<file path="src/fec_pkg.sv">
// package for the 4B/5B and MLT-3 symbol codec: codes, field layout, carriers
// Function
// - each data nibble maps to its fixed 5-bit code-group and back
// - idle is 11111 and decodes to nibble 0000
// - first start symbol is 11000 and decodes to 0101
// - second start symbol is 10001 and decodes to 0101
// - first end symbol is 01101 and decodes to 0000
// - second end symbol is 00111 and decodes to 0000
// - code-group 00100 is halt, an error, never data
// - NRZI stream splits into two streams with alternating one events
// - the line output at 100 Mb/s carries MLT-3 only, no binary mode
// - receive 125 Mb/s serial symbols become synchronous nibbles for the MAC
// - descrambler and 5B/4B decoder each have a bypass
// - with the descrambler active, link pulses or fast link pulses never assert signal detect
// - frame start sends 11000 10001 in place of the first preamble byte
// - on enable drop send 01101 00111, then idles until enable returns
// - start pair after idles becomes 0101 0101; decode until first end symbol 01101 or two idles
package fec_pkg;
  localparam logic [4:0] CG_IDLE = 5'h1F;
  localparam logic [4:0] CG_J    = 5'h18;
  localparam logic [4:0] CG_K    = 5'h11;
  localparam logic [4:0] CG_T    = 5'h0D;
  localparam logic [4:0] CG_R    = 5'h07;
  localparam logic [4:0] CG_HALT = 5'h04;
  localparam logic [3:0] NIB_PRE = 4'h5;
  localparam logic [3:0] NIB_ZERO = 4'h0;
  localparam logic [3:0] NIB_BAD_SSD = 4'hE;
  localparam int         SYM_BITS = 5;
  localparam int         DESCR_LOCK_IDLES = 12;
  localparam logic [10:0] LFSR_SEED = 11'h7FF;
  localparam int         LFSR_TAP_HI = 10;
  localparam int         LFSR_TAP_LO = 8;

  // one decoded symbol as seen by the receive nibble path
  typedef struct packed {
    logic [3:0] nib;
    logic       dv;
    logic       er;
  } fec_rx_nib_s;

  // line driver pair, one leg per side of the transformer
  typedef struct packed {
    logic pos;
    logic neg;
  } fec_line_s;

  // data nibble to code-group
  function automatic logic [4:0] fec_enc(input logic [3:0] n);
    logic [4:0] c;
    c = 5'h1E;
    case (n)
      4'h0: c = 5'h1E;
      4'h1: c = 5'h09;
      4'h2: c = 5'h14;
      4'h3: c = 5'h15;
      4'h4: c = 5'h0A;
      4'h5: c = 5'h0B;
      4'h6: c = 5'h0E;
      4'h7: c = 5'h0F;
      4'h8: c = 5'h12;
      4'h9: c = 5'h13;
      4'hA: c = 5'h16;
      4'hB: c = 5'h17;
      4'hC: c = 5'h1A;
      4'hD: c = 5'h1B;
      4'hE: c = 5'h1C;
      default: c = 5'h1D;
    endcase
    return c;
  endfunction : fec_enc

  // code-group to nibble; bit 4 set means not a data code
  function automatic logic [4:0] fec_dec(input logic [4:0] c);
    logic [4:0] r;
    r = 5'h10;
    case (c)
      5'h1E: r = 5'h00;
      5'h09: r = 5'h01;
      5'h14: r = 5'h02;
      5'h15: r = 5'h03;
      5'h0A: r = 5'h04;
      5'h0B: r = 5'h05;
      5'h0E: r = 5'h06;
      5'h0F: r = 5'h07;
      5'h12: r = 5'h08;
      5'h13: r = 5'h09;
      5'h16: r = 5'h0A;
      5'h17: r = 5'h0B;
      5'h1A: r = 5'h0C;
      5'h1B: r = 5'h0D;
      5'h1C: r = 5'h0E;
      5'h1D: r = 5'h0F;
      default: r = 5'h10;
    endcase
    return r;
  endfunction : fec_dec
endpackage : fec_pkg

</file>
<file path="src/fec_codec.sv">
// 4B/5B symbol codec with NRZI/MLT-3 split on transmit and decode on receive
module fec_codec (
  input  wire logic       CLK_SYS_I,
  input  wire logic       RSTN_I,
  input  wire logic       TX_EN_I,
  input  wire logic [3:0] TXD_I,
  input  wire logic       TX_BYPASS_I,
  input  wire logic [4:0] TX_SYM_I,
  output logic            TX_LINE_PAIR_POS_O,
  output logic            TX_LINE_PAIR_NEG_O,
  output logic            TX_BIT_O,
  input  wire logic       RX_BIT_I,
  input  wire logic       RX_SIG_DET_I,
  input  wire logic       RX_DESCR_BYPASS_I,
  input  wire logic       RX_DEC_BYPASS_I,
  output logic [3:0]      RXD_O,
  output logic            RX_DV_O,
  output logic            RX_ER_O,
  output logic            RX_SYM_ERR_O,
  output logic [4:0]      RX_SYM_O,
  output logic            RX_SYM_VLD_O,
  output logic            RX_DESCR_LOCK_O,
  output logic            SIG_DET_O
);

  typedef enum {TX_IDLE, TX_K, TX_DATA, TX_R} fec_tx_e;
  typedef enum {RX_HUNT, RX_DATA} fec_rx_e;

  // ---------------- transmit ----------------
  fec_tx_e    tx_st;
  fec_tx_e    next_tx_st;
  logic [2:0] tx_bit_cnt;
  logic [4:0] tx_sh;
  logic [10:0] tx_lfsr;
  logic       nrzi;
  logic [1:0] mlt_phase;
  fec_pkg::fec_line_s line;

  wire sym_end   = (tx_bit_cnt == 3'(fec_pkg::SYM_BITS - 1));
  wire tx_fb     = tx_lfsr[fec_pkg::LFSR_TAP_HI] ^ tx_lfsr[fec_pkg::LFSR_TAP_LO];
  wire tx_scr    = tx_sh[4] ^ tx_fb;
  wire tx_one    = tx_scr;

  // symbol chosen at each symbol boundary; the MAC nibble is held per symbol
  logic [4:0] tx_next_sym;
  always_comb
  begin
    next_tx_st  = tx_st;
    tx_next_sym = fec_pkg::CG_IDLE;
    case (tx_st)
      TX_IDLE:
      begin
        if (TX_EN_I)
        begin
          next_tx_st  = TX_K;
          tx_next_sym = fec_pkg::CG_J;
        end
        else
          tx_next_sym = fec_pkg::CG_IDLE;
      end
      TX_K:
      begin
        next_tx_st  = TX_DATA;
        tx_next_sym = fec_pkg::CG_K;
      end
      TX_DATA:
      begin
        if (TX_EN_I)
          tx_next_sym = fec_pkg::fec_enc(TXD_I);
        else
        begin
          next_tx_st  = TX_R;
          tx_next_sym = fec_pkg::CG_T;
        end
      end
      TX_R:
      begin
        next_tx_st  = TX_IDLE;
        tx_next_sym = fec_pkg::CG_R;
      end
      default:
      begin
        next_tx_st  = TX_IDLE;
        tx_next_sym = fec_pkg::CG_IDLE;
      end
    endcase
  end

  // symbol shifter with encoder bypass; msb leaves first
  always_ff @(posedge CLK_SYS_I or negedge RSTN_I)
  begin
    if (!RSTN_I)
    begin
      tx_st      <= TX_IDLE;
      tx_bit_cnt <= 3'h0;
      tx_sh      <= fec_pkg::CG_IDLE;
    end
    else if (sym_end)
    begin
      tx_st      <= TX_BYPASS_I ? TX_IDLE : next_tx_st;
      tx_bit_cnt <= 3'h0;
      tx_sh      <= TX_BYPASS_I ? TX_SYM_I : tx_next_sym;
    end
    else
    begin
      tx_bit_cnt <= tx_bit_cnt + 3'h1;
      tx_sh      <= {tx_sh[3:0], 1'b0};
    end
  end

  // scrambler, NRZI and the three-level stepper
  always_ff @(posedge CLK_SYS_I or negedge RSTN_I)
  begin
    if (!RSTN_I)
    begin
      tx_lfsr   <= fec_pkg::LFSR_SEED;
      nrzi      <= 1'b0;
      mlt_phase <= 2'h0;
      line      <= '0;
    end
    else
    begin
      tx_lfsr <= {tx_lfsr[9:0], tx_fb};
      nrzi    <= nrzi ^ tx_scr;
      if (tx_one)
      begin
        mlt_phase <= mlt_phase + 2'h1;
        line.pos  <= (mlt_phase == 2'h0);
        line.neg  <= (mlt_phase == 2'h2);
      end
    end
  end

  // only the MLT-3 pair reaches the line, no binary drive mode exists
  assign TX_LINE_PAIR_POS_O = line.pos;
  assign TX_LINE_PAIR_NEG_O = line.neg;
  assign TX_BIT_O           = nrzi;

  // ---------------- receive ----------------
  logic [10:0] rx_lfsr;
  logic [5:0]  idle_run;
  logic        lock;
  logic        rx_prev;
  logic [9:0]  rx_win;
  logic [2:0]  rx_cnt;
  logic        aligned;
  fec_rx_e     rx_st;
  fec_rx_e     next_rx_st;
  logic        idle_seen;
  fec_pkg::fec_rx_nib_s nib;
  fec_pkg::fec_rx_nib_s next_nib;
  fec_pkg::fec_rx_nib_s nib_hold;
  fec_pkg::fec_rx_nib_s nib_show;
  logic [4:0]  rx_sym;
  logic        rx_sym_vld;

  // nrzi to nrz, then descramble the nrz bit with a key loaded from idles, free-running once locked
  wire rx_nrz   = RX_BIT_I ^ rx_prev;
  wire rx_fb    = rx_lfsr[fec_pkg::LFSR_TAP_HI] ^ rx_lfsr[fec_pkg::LFSR_TAP_LO];
  wire rx_ud    = RX_DESCR_BYPASS_I ? rx_nrz : (rx_nrz ^ rx_fb);
  wire [9:0] rx_win_n = {rx_win[8:0], rx_ud};
  wire jk_hit   = (rx_win_n == {fec_pkg::CG_J, fec_pkg::CG_K});
  wire sym_tick = aligned && (rx_cnt == 3'(fec_pkg::SYM_BITS - 1));
  wire [4:0] cur_sym = rx_win_n[4:0];
  wire [4:0] dec_r   = fec_pkg::fec_dec(cur_sym);
  wire is_data  = !dec_r[4];
  wire is_ctl   = (cur_sym == fec_pkg::CG_IDLE) || (cur_sym == fec_pkg::CG_J) ||
                  (cur_sym == fec_pkg::CG_K) || (cur_sym == fec_pkg::CG_T) ||
                  (cur_sym == fec_pkg::CG_R) || (cur_sym == fec_pkg::CG_HALT);
  wire sym_bad  = !is_data && !is_ctl;
  // a start pair is honoured only between frames; inside one it is just data bits
  wire jk_start = jk_hit && (rx_st != RX_DATA);
  wire rx_upd   = sym_tick || jk_start;
  wire lock_end = (idle_run == 6'(fec_pkg::DESCR_LOCK_IDLES * fec_pkg::SYM_BITS - 1));

  // descrambler lock: the line's signal detect gates the idle count and the lock, and a plain
  // link-pulse burst never produces sustained idle ones so it cannot lock
  always_ff @(posedge CLK_SYS_I or negedge RSTN_I)
  begin
    if (!RSTN_I)
    begin
      rx_prev  <= 1'b0;
      rx_lfsr  <= fec_pkg::LFSR_SEED;
      idle_run <= 6'h00;
      lock     <= 1'b0;
      rx_win   <= 10'h000;
    end
    else
    begin
      rx_prev <= RX_BIT_I;
      // hunting loads the key assuming idle ones; once locked the key runs free
      rx_lfsr <= {rx_lfsr[9:0], lock ? rx_fb : (rx_nrz ^ 1'b1)};
      rx_win  <= rx_win_n;
      if (!RX_SIG_DET_I || RX_DESCR_BYPASS_I)
      begin
        idle_run <= 6'h00;
        lock     <= 1'b0;
      end
      else if (!lock)
      begin
        // any wrongly predicted bit restarts the run of descrambled idle ones
        idle_run <= rx_ud ? idle_run + 6'h01 : 6'h00;
        if (rx_ud && lock_end)
          lock <= 1'b1;
      end
    end
  end

  // unless the descrambler is bypassed, only a lock gained from scrambled idles counts as signal, not link pulses
  assign SIG_DET_O       = RX_SIG_DET_I && (lock || RX_DESCR_BYPASS_I);
  assign RX_DESCR_LOCK_O = lock;

  // code-group alignment on the J/K pair
  always_ff @(posedge CLK_SYS_I or negedge RSTN_I)
  begin
    if (!RSTN_I)
    begin
      aligned <= 1'b0;
      rx_cnt  <= 3'h0;
    end
    else if (!SIG_DET_O)
    begin
      aligned <= 1'b0;
      rx_cnt  <= 3'h0;
    end
    else if (jk_start)
    begin
      aligned <= 1'b1;
      rx_cnt  <= 3'h0;
    end
    else
      rx_cnt <= (rx_cnt == 3'(fec_pkg::SYM_BITS - 1)) ? 3'h0 : rx_cnt + 3'h1;
  end

  // decode state and nibble selection
  always_comb
  begin
    next_rx_st = rx_st;
    next_nib   = '{nib: fec_pkg::NIB_ZERO, dv: 1'b0, er: 1'b0};
    case (rx_st)
      RX_HUNT:
      begin
        if (jk_hit)
        begin
          next_rx_st = RX_DATA;
          next_nib   = '{nib: fec_pkg::NIB_PRE, dv: 1'b1, er: 1'b0};
        end
      end
      RX_DATA:
      begin
        if (cur_sym == fec_pkg::CG_T || (cur_sym == fec_pkg::CG_IDLE && idle_seen))
          next_rx_st = RX_HUNT;
        else if (cur_sym == fec_pkg::CG_IDLE)
          next_nib = '{nib: fec_pkg::NIB_ZERO, dv: 1'b1, er: 1'b0};
        else if (cur_sym == fec_pkg::CG_HALT || sym_bad)
          next_nib = '{nib: fec_pkg::NIB_ZERO, dv: 1'b1, er: 1'b1};
        else if (cur_sym == fec_pkg::CG_J || cur_sym == fec_pkg::CG_K)
          next_nib = '{nib: fec_pkg::NIB_PRE, dv: 1'b1, er: 1'b0};
        else if (cur_sym == fec_pkg::CG_R)
          next_nib = '{nib: fec_pkg::NIB_ZERO, dv: 1'b0, er: 1'b0};
        else
          next_nib = '{nib: dec_r[3:0], dv: 1'b1, er: 1'b0};
      end
      default:
        next_rx_st = RX_HUNT;
    endcase
  end

  // the start pair is seen only once K is in, so the output runs one symbol late
  assign nib_show = jk_start ? next_nib : nib_hold;

  // nibble output registers; the held start nibble gives the second preamble nibble
  always_ff @(posedge CLK_SYS_I or negedge RSTN_I)
  begin
    if (!RSTN_I)
    begin
      rx_st      <= RX_HUNT;
      nib        <= '0;
      nib_hold   <= '0;
      idle_seen  <= 1'b0;
      rx_sym     <= fec_pkg::CG_IDLE;
      rx_sym_vld <= 1'b0;
    end
    else if (!SIG_DET_O)
    begin
      rx_st      <= RX_HUNT;
      nib        <= '0;
      nib_hold   <= '0;
      idle_seen  <= 1'b0;
      rx_sym_vld <= 1'b0;
    end
    else
    begin
      rx_sym_vld <= rx_upd;
      if (rx_upd)
      begin
        rx_sym    <= cur_sym;
        rx_st     <= RX_DEC_BYPASS_I ? RX_HUNT : next_rx_st;
        nib       <= RX_DEC_BYPASS_I ? '0 : nib_show;
        nib_hold  <= RX_DEC_BYPASS_I ? '0 : next_nib;
        idle_seen <= (cur_sym == fec_pkg::CG_IDLE);
      end
    end
  end

  assign RXD_O        = nib.nib;
  assign RX_DV_O      = nib.dv;
  assign RX_ER_O      = nib.er;
  assign RX_SYM_ERR_O = nib.er;
  assign RX_SYM_O     = rx_sym;
  assign RX_SYM_VLD_O = rx_sym_vld;
endmodule : fec_codec

</file>
<file path="config.mk">
export PLATFORM = sky130hd
export DESIGN_NAME = fec_codec
export DESIGN_NICKNAME = d
export VERILOG_FILES = /design/src/fec_pkg.sv /design/src/fec_codec.sv
export SDC_FILE = /design/constraint.sdc
export NUM_CORES = 1
export LEC_CHECK = 0
export BUFFER_PORTS_ARGS = -buffer_cell sky130_fd_sc_hd__buf_2
export CELL_PAD_IN_SITES_DETAIL_PLACEMENT = 0
export CELL_PAD_IN_SITES_GLOBAL_PLACEMENT = 1
export CORE_MARGIN = 2
export CORE_UTILIZATION = 35
export DETAILED_ROUTE_END_ITERATION = 6
export GPL_TIMING_DRIVEN = 1
export PLACE_DENSITY = 0.68
export SYNTH_ARGS = -nofsm -noshare
export SYNTH_HDL_FRONTEND = slang
export SYNTH_SLANG_ARGS = --single-unit
</file>
<file path="constraint.sdc">
create_clock -name CLK_SYS_I -period 2.5 [get_ports CLK_SYS_I]
set_input_delay 0.25 -clock CLK_SYS_I [delete_from_list [all_inputs] [get_ports CLK_SYS_I]]
set_output_delay 0.25 -clock CLK_SYS_I [all_outputs]
set_load 0.02 [all_outputs]
</file>
==> impl_metrics.prom <==
# TYPE chip_impl_metric gauge
chip_impl_info{name="status",value="complete, no violations"} 1
chip_impl_metric{name="seqCellArea",unit="mm^2"} 0.00199
chip_impl_metric{name="maxCapViolations",unit=""} 0
chip_impl_metric{name="postSynthCellCount",unit=""} 331
chip_impl_info{name="hold_path_class",value="input port to asynchronous set/reset pin"} 1
chip_impl_metric{name="width_of_the_die",unit="um"} 106
chip_impl_info{name="top_area_cells_in_the_synthesized_netlist",value="sky130_fd_sc_hd__dfrtp_1, sky130_fd_sc_hd__dfstp_2, sky130_fd_sc_hd__ha_1"} 1
chip_impl_info{name="synthDominantAreaCellType",value="sky130_fd_sc_hd__dfrtp_1"} 1
chip_impl_metric{name="yosys_register_bits",unit=""} 78
chip_impl_metric{name="ys_seq_area_share",unit="%"} 54.8
chip_impl_metric{name="crit_fanout",unit=""} 7
chip_impl_metric{name="synth_edf_count",unit=""} 0
chip_impl_metric{name="summed_negative_setup_slack_over_all_endpoints",unit="ns"} 0
chip_impl_metric{name="synth_compound_gate_area_share",unit="%"} 14.8
chip_impl_metric{name="fp.dieArea",unit="mm^2"} 0.0112
chip_impl_metric{name="diodes",unit=""} 0
chip_impl_metric{name="hpwlAfterDp",unit="mm"} 5.00
chip_impl_metric{name="clock_tree.htree_level_count",unit=""} 3
chip_impl_metric{name="syn_avg_cell_area",unit="um^2"} 11.0
chip_impl_metric{name="drt_first_pass_iters",unit=""} 4
chip_impl_metric{name="drt.antenna.violating_nets",unit=""} 0
chip_impl_metric{name="postcts_setup_bufs",unit=""} 0
chip_impl_metric{name="vias",unit=""} 2515
chip_impl_metric{name="detail_route.drc_violations",unit=""} 0
chip_impl_metric{name="syn_nets",unit=""} 362
chip_impl_metric{name="cts_hold_buf",unit=""} 0
chip_impl_metric{name="pwr_density_cell",unit="mW/mm^2"} 745
chip_impl_metric{name="cts_buffers",unit=""} 9
chip_impl_metric{name="synth_simple_gate_area_share",unit="%"} 15.6
chip_impl_metric{name="layout.nets",unit=""} 404
chip_impl_metric{name="groute.usage.overall",unit="%"} 13.5
chip_impl_metric{name="grt.overflow.total",unit=""} 0
chip_impl_metric{name="filler_cell_count",unit=""} 1008
chip_impl_metric{name="holdWs",unit="ns"} 0.0493
chip_impl_metric{name="grt_antenna_before_repair",unit=""} 0
chip_impl_metric{name="worstPathRequired",unit="ns"} 2.74
chip_impl_metric{name="syn2layout_area_growth",unit="%"} 14.9
chip_impl_info{name="worstSetupStartpointType",value="register"} 1
chip_impl_info{name="most_common_flop_cell_mapped_by_yosys",value="sky130_fd_sc_hd__dfrtp_1"} 1
chip_impl_metric{name="ir_worst_vdd",unit="V"} 0.000349
chip_impl_metric{name="timing.final.setup_violations",unit=""} 0
chip_impl_metric{name="worst_skew_pair.late_latency",unit="ns"} 0.36
chip_impl_info{name="largest_family_of_logic_cells_by_synthesized_area",value="simple AND/OR/NAND/NOR gates"} 1
chip_impl_metric{name="drt_iter0_drc",unit=""} 118
chip_impl_metric{name="grt_start_max_net_pins",unit=""} 79
chip_impl_metric{name="final_min_period_over_clock_period",unit="%"} 85.7
chip_impl_metric{name="synth_xor_area_share",unit="%"} 2.38
chip_impl_metric{name="vertical_extent_of_the_die",unit="um"} 106
chip_impl_metric{name="grt_first_pass_wirelength",unit="mm"} 12.0
chip_impl_metric{name="report.final.slew_viol_count",unit=""} 0
chip_impl_metric{name="synth_fa_ha_area_share",unit="%"} 4.82
chip_impl_metric{name="min_period",unit="ns"} 2.14
chip_impl_metric{name="hold_viol_final",unit=""} 0
chip_impl_metric{name="rrSetupSlack",unit="ns"} 0.36
chip_impl_metric{name="synth-warning-count",unit=""} 0
chip_impl_info{name="cts_tree",value="built"} 1
chip_impl_metric{name="clock-sinks",unit=""} 78
chip_impl_metric{name="critical_path_arrival",unit="ns"} 2.38
chip_impl_metric{name="synth_cell_type_count",unit=""} 59
chip_impl_metric{name="numPortBuffers",unit=""} 34
chip_impl_metric{name="drive_above_1_share",unit="%"} 29.9
chip_impl_metric{name="grt_pass1_vias",unit=""} 2453
chip_impl_metric{name="wl_per_cell",unit="um"} 13.9
chip_impl_metric{name="ioPinCount",unit=""} 35
chip_impl_metric{name="max_freq",unit="GHz"} 0.467
chip_impl_info{name="clock_tree.root_cell",value="sky130_fd_sc_hd__clkbuf_8"} 1
chip_impl_metric{name="relSlewSlack",unit="%"} 36.3
chip_impl_info{name="setup.worst_path.class",value="register to register"} 1
chip_impl_metric{name="leakage",unit="uW"} 0.00184
chip_impl_metric{name="synth.cell_area",unit="mm^2"} 0.00363
chip_impl_metric{name="muxShareOfSynthArea",unit="%"} 3.86
chip_impl_metric{name="route.final.wire_length",unit="mm"} 7.12
chip_impl_metric{name="initial_cell_density_of_the_core",unit="%"} 35.7
chip_impl_metric{name="max_slew.worst_pin.slew",unit="ns"} 0.955
chip_impl_metric{name="post_detailed_route_via_to_cell_ratio",unit=""} 4.89
chip_impl_metric{name="netlist.area_leader.share",unit="%"} 31.7
chip_impl_metric{name="fin_clk_skew",unit="ns"} 0.0110
chip_impl_info{name="grt_setup_unrepaired",value="no"} 1
chip_impl_metric{name="core_area",unit="mm^2"} 0.0102
chip_impl_metric{name="postSynth.asyncResetShare",unit="%"} 100
chip_impl_metric{name="clk_pin_slew_worst_paths",unit="ns"} 0.09
chip_impl_metric{name="post_cts.resized_instances",unit=""} 0
chip_impl_metric{name="cts.path.max_buffers",unit=""} 2
chip_impl_info{name="end_kind",value="register"} 1
chip_impl_metric{name="rows",unit=""} 37
chip_impl_metric{name="globalplace.congestion",unit=""} 0.796
chip_impl_metric{name="multiInputGateArea",unit="mm^2"} 0.00151
worst paths after layout:
path                            start     endpoint  cells after the start
max                         rx_win[0]  nib_hold[0]                      7
min                            RSTN_I      RX_DV_O                      1
max reg2reg                 rx_win[0]  nib_hold[0]                      7
min reg2reg                tx_lfsr[6]   tx_lfsr[7]                      0
max in group asynchronous      RSTN_I    rx_win[4]                      1
min in group CLK_SYS_I       RX_BIT_I      rx_prev                      1
worst max-delay path: stages (launching register included):
cell and delay, ns:
sky130_fd_sc_hd__dfrtp_1 0.35, sky130_fd_sc_hd__inv_1 0.12, sky130_fd_sc_hd__ha_1 0.25, sky130_fd_sc_hd__nor4b_1 0.15, sky130_fd_sc_hd__a311o_1 0.29, sky130_fd_sc_hd__nor4_2 0.42, sky130_fd_sc_hd__a21boi_0 0.32, sky130_fd_sc_hd__o31ai_1 0.12
routing by layer:
| layer | part of all wire [%] | global-route usage [%] |
|---|---|---|
| met5 | 0 | 0 |
| met4 | 1.3 | 4.98 |
| met3 | 4.6 | 3.74 |
| met2 | 43 | 19.4 |
| met1 | 51 | 19.5 |
cell usage in the layout (no fill, tap or decap), drive strengths merged, types with 3 or more instances in the layout:
master / instances
o211ai: 3
xor2: 4
a211oi: 5
a31oi: 3
o21ai: 23
nor4: 4
clkinv: 3
a21o: 5
a311o: 3
nor2b: 5
ha: 14
dfrtp: 46
inv: 22
clkbuf: 9
and3: 3
nor3b: 5
nor3: 9
dfstp: 32
xnor2: 5
o31ai: 3
a21oi: 24
mux2: 9
nand3: 10
buf: 43
nor2: 24
nand2b: 4
nand2: 27
registers in the layout, summed over array words and instances (netlist names), 4 cells and up:
signal and count:
nib_hold 6, tx_sh 5, RXD_O 4, RX_SYM_O 5, tx_lfsr 11, idle_run 6, rx_win 9, rx_lfsr 11
where the power goes:
part / switching [uW] / internal [uW] / total, uW
sequential: 68.2 / 1390 / 1460
combinational: 451 / 308 / 759
clock: 511 / 380 / 891
synthesized netlist by cell type (5+ instances only):
cell and count:
sky130_fd_sc_hd__dfrtp_1 46, sky130_fd_sc_hd__nor3b_1 5, sky130_fd_sc_hd__nor2b_1 5, sky130_fd_sc_hd__nor2_1 22, sky130_fd_sc_hd__o21ai_0 18, sky130_fd_sc_hd__nor3_1 7, sky130_fd_sc_hd__a21oi_1 23, sky130_fd_sc_hd__xnor2_1 5
sky130_fd_sc_hd__dfstp_2 32, sky130_fd_sc_hd__mux2_4 5, sky130_fd_sc_hd__nand2_1 26, sky130_fd_sc_hd__clkbuf_1 7, sky130_fd_sc_hd__ha_1 14, sky130_fd_sc_hd__inv_1 19, sky130_fd_sc_hd__nand3_1 10, sky130_fd_sc_hd__a21o_1 5
sky130_fd_sc_hd__a211oi_1 5
kinds of logic (layout without fill, tap and decap cells):
group,Yosys count,in the layout
xor gates and xnor gates,9,9
DFF,78,78
AOI/OAI and AO/OA,84,84
and+or+nand+nor,103,103
muxes,11,11
adders and majority gates,14,14
buffers and inverters,32,79
metrics by stage:
step           total power, uW  setup slack, ns  utilization [%]  instances  cell area (um^2)
2_1_floorplan             2020            0.446                -        331              3630
3_3_place_gp              2240            0.348             39.1        498              3990
3_5_place_dp              2240            0.415             39.1        498              3990
4_1_cts                   3160            0.393             41.0        514              4180
5_1_grt                   3320            0.270             41.0        514              4180
6_report                  3110            0.357             41.0        514              4180
cell type report:
class	count	area share (%)
clock buffers	9	2.97
clock inverters	7	1.59
inverters	20	1.80
multi-input cells	221	36.1
flip-flops and latches	78	47.7
well taps	136	4.08
repair buffers	43	5.75
Power figures use the tool's default switching activity.
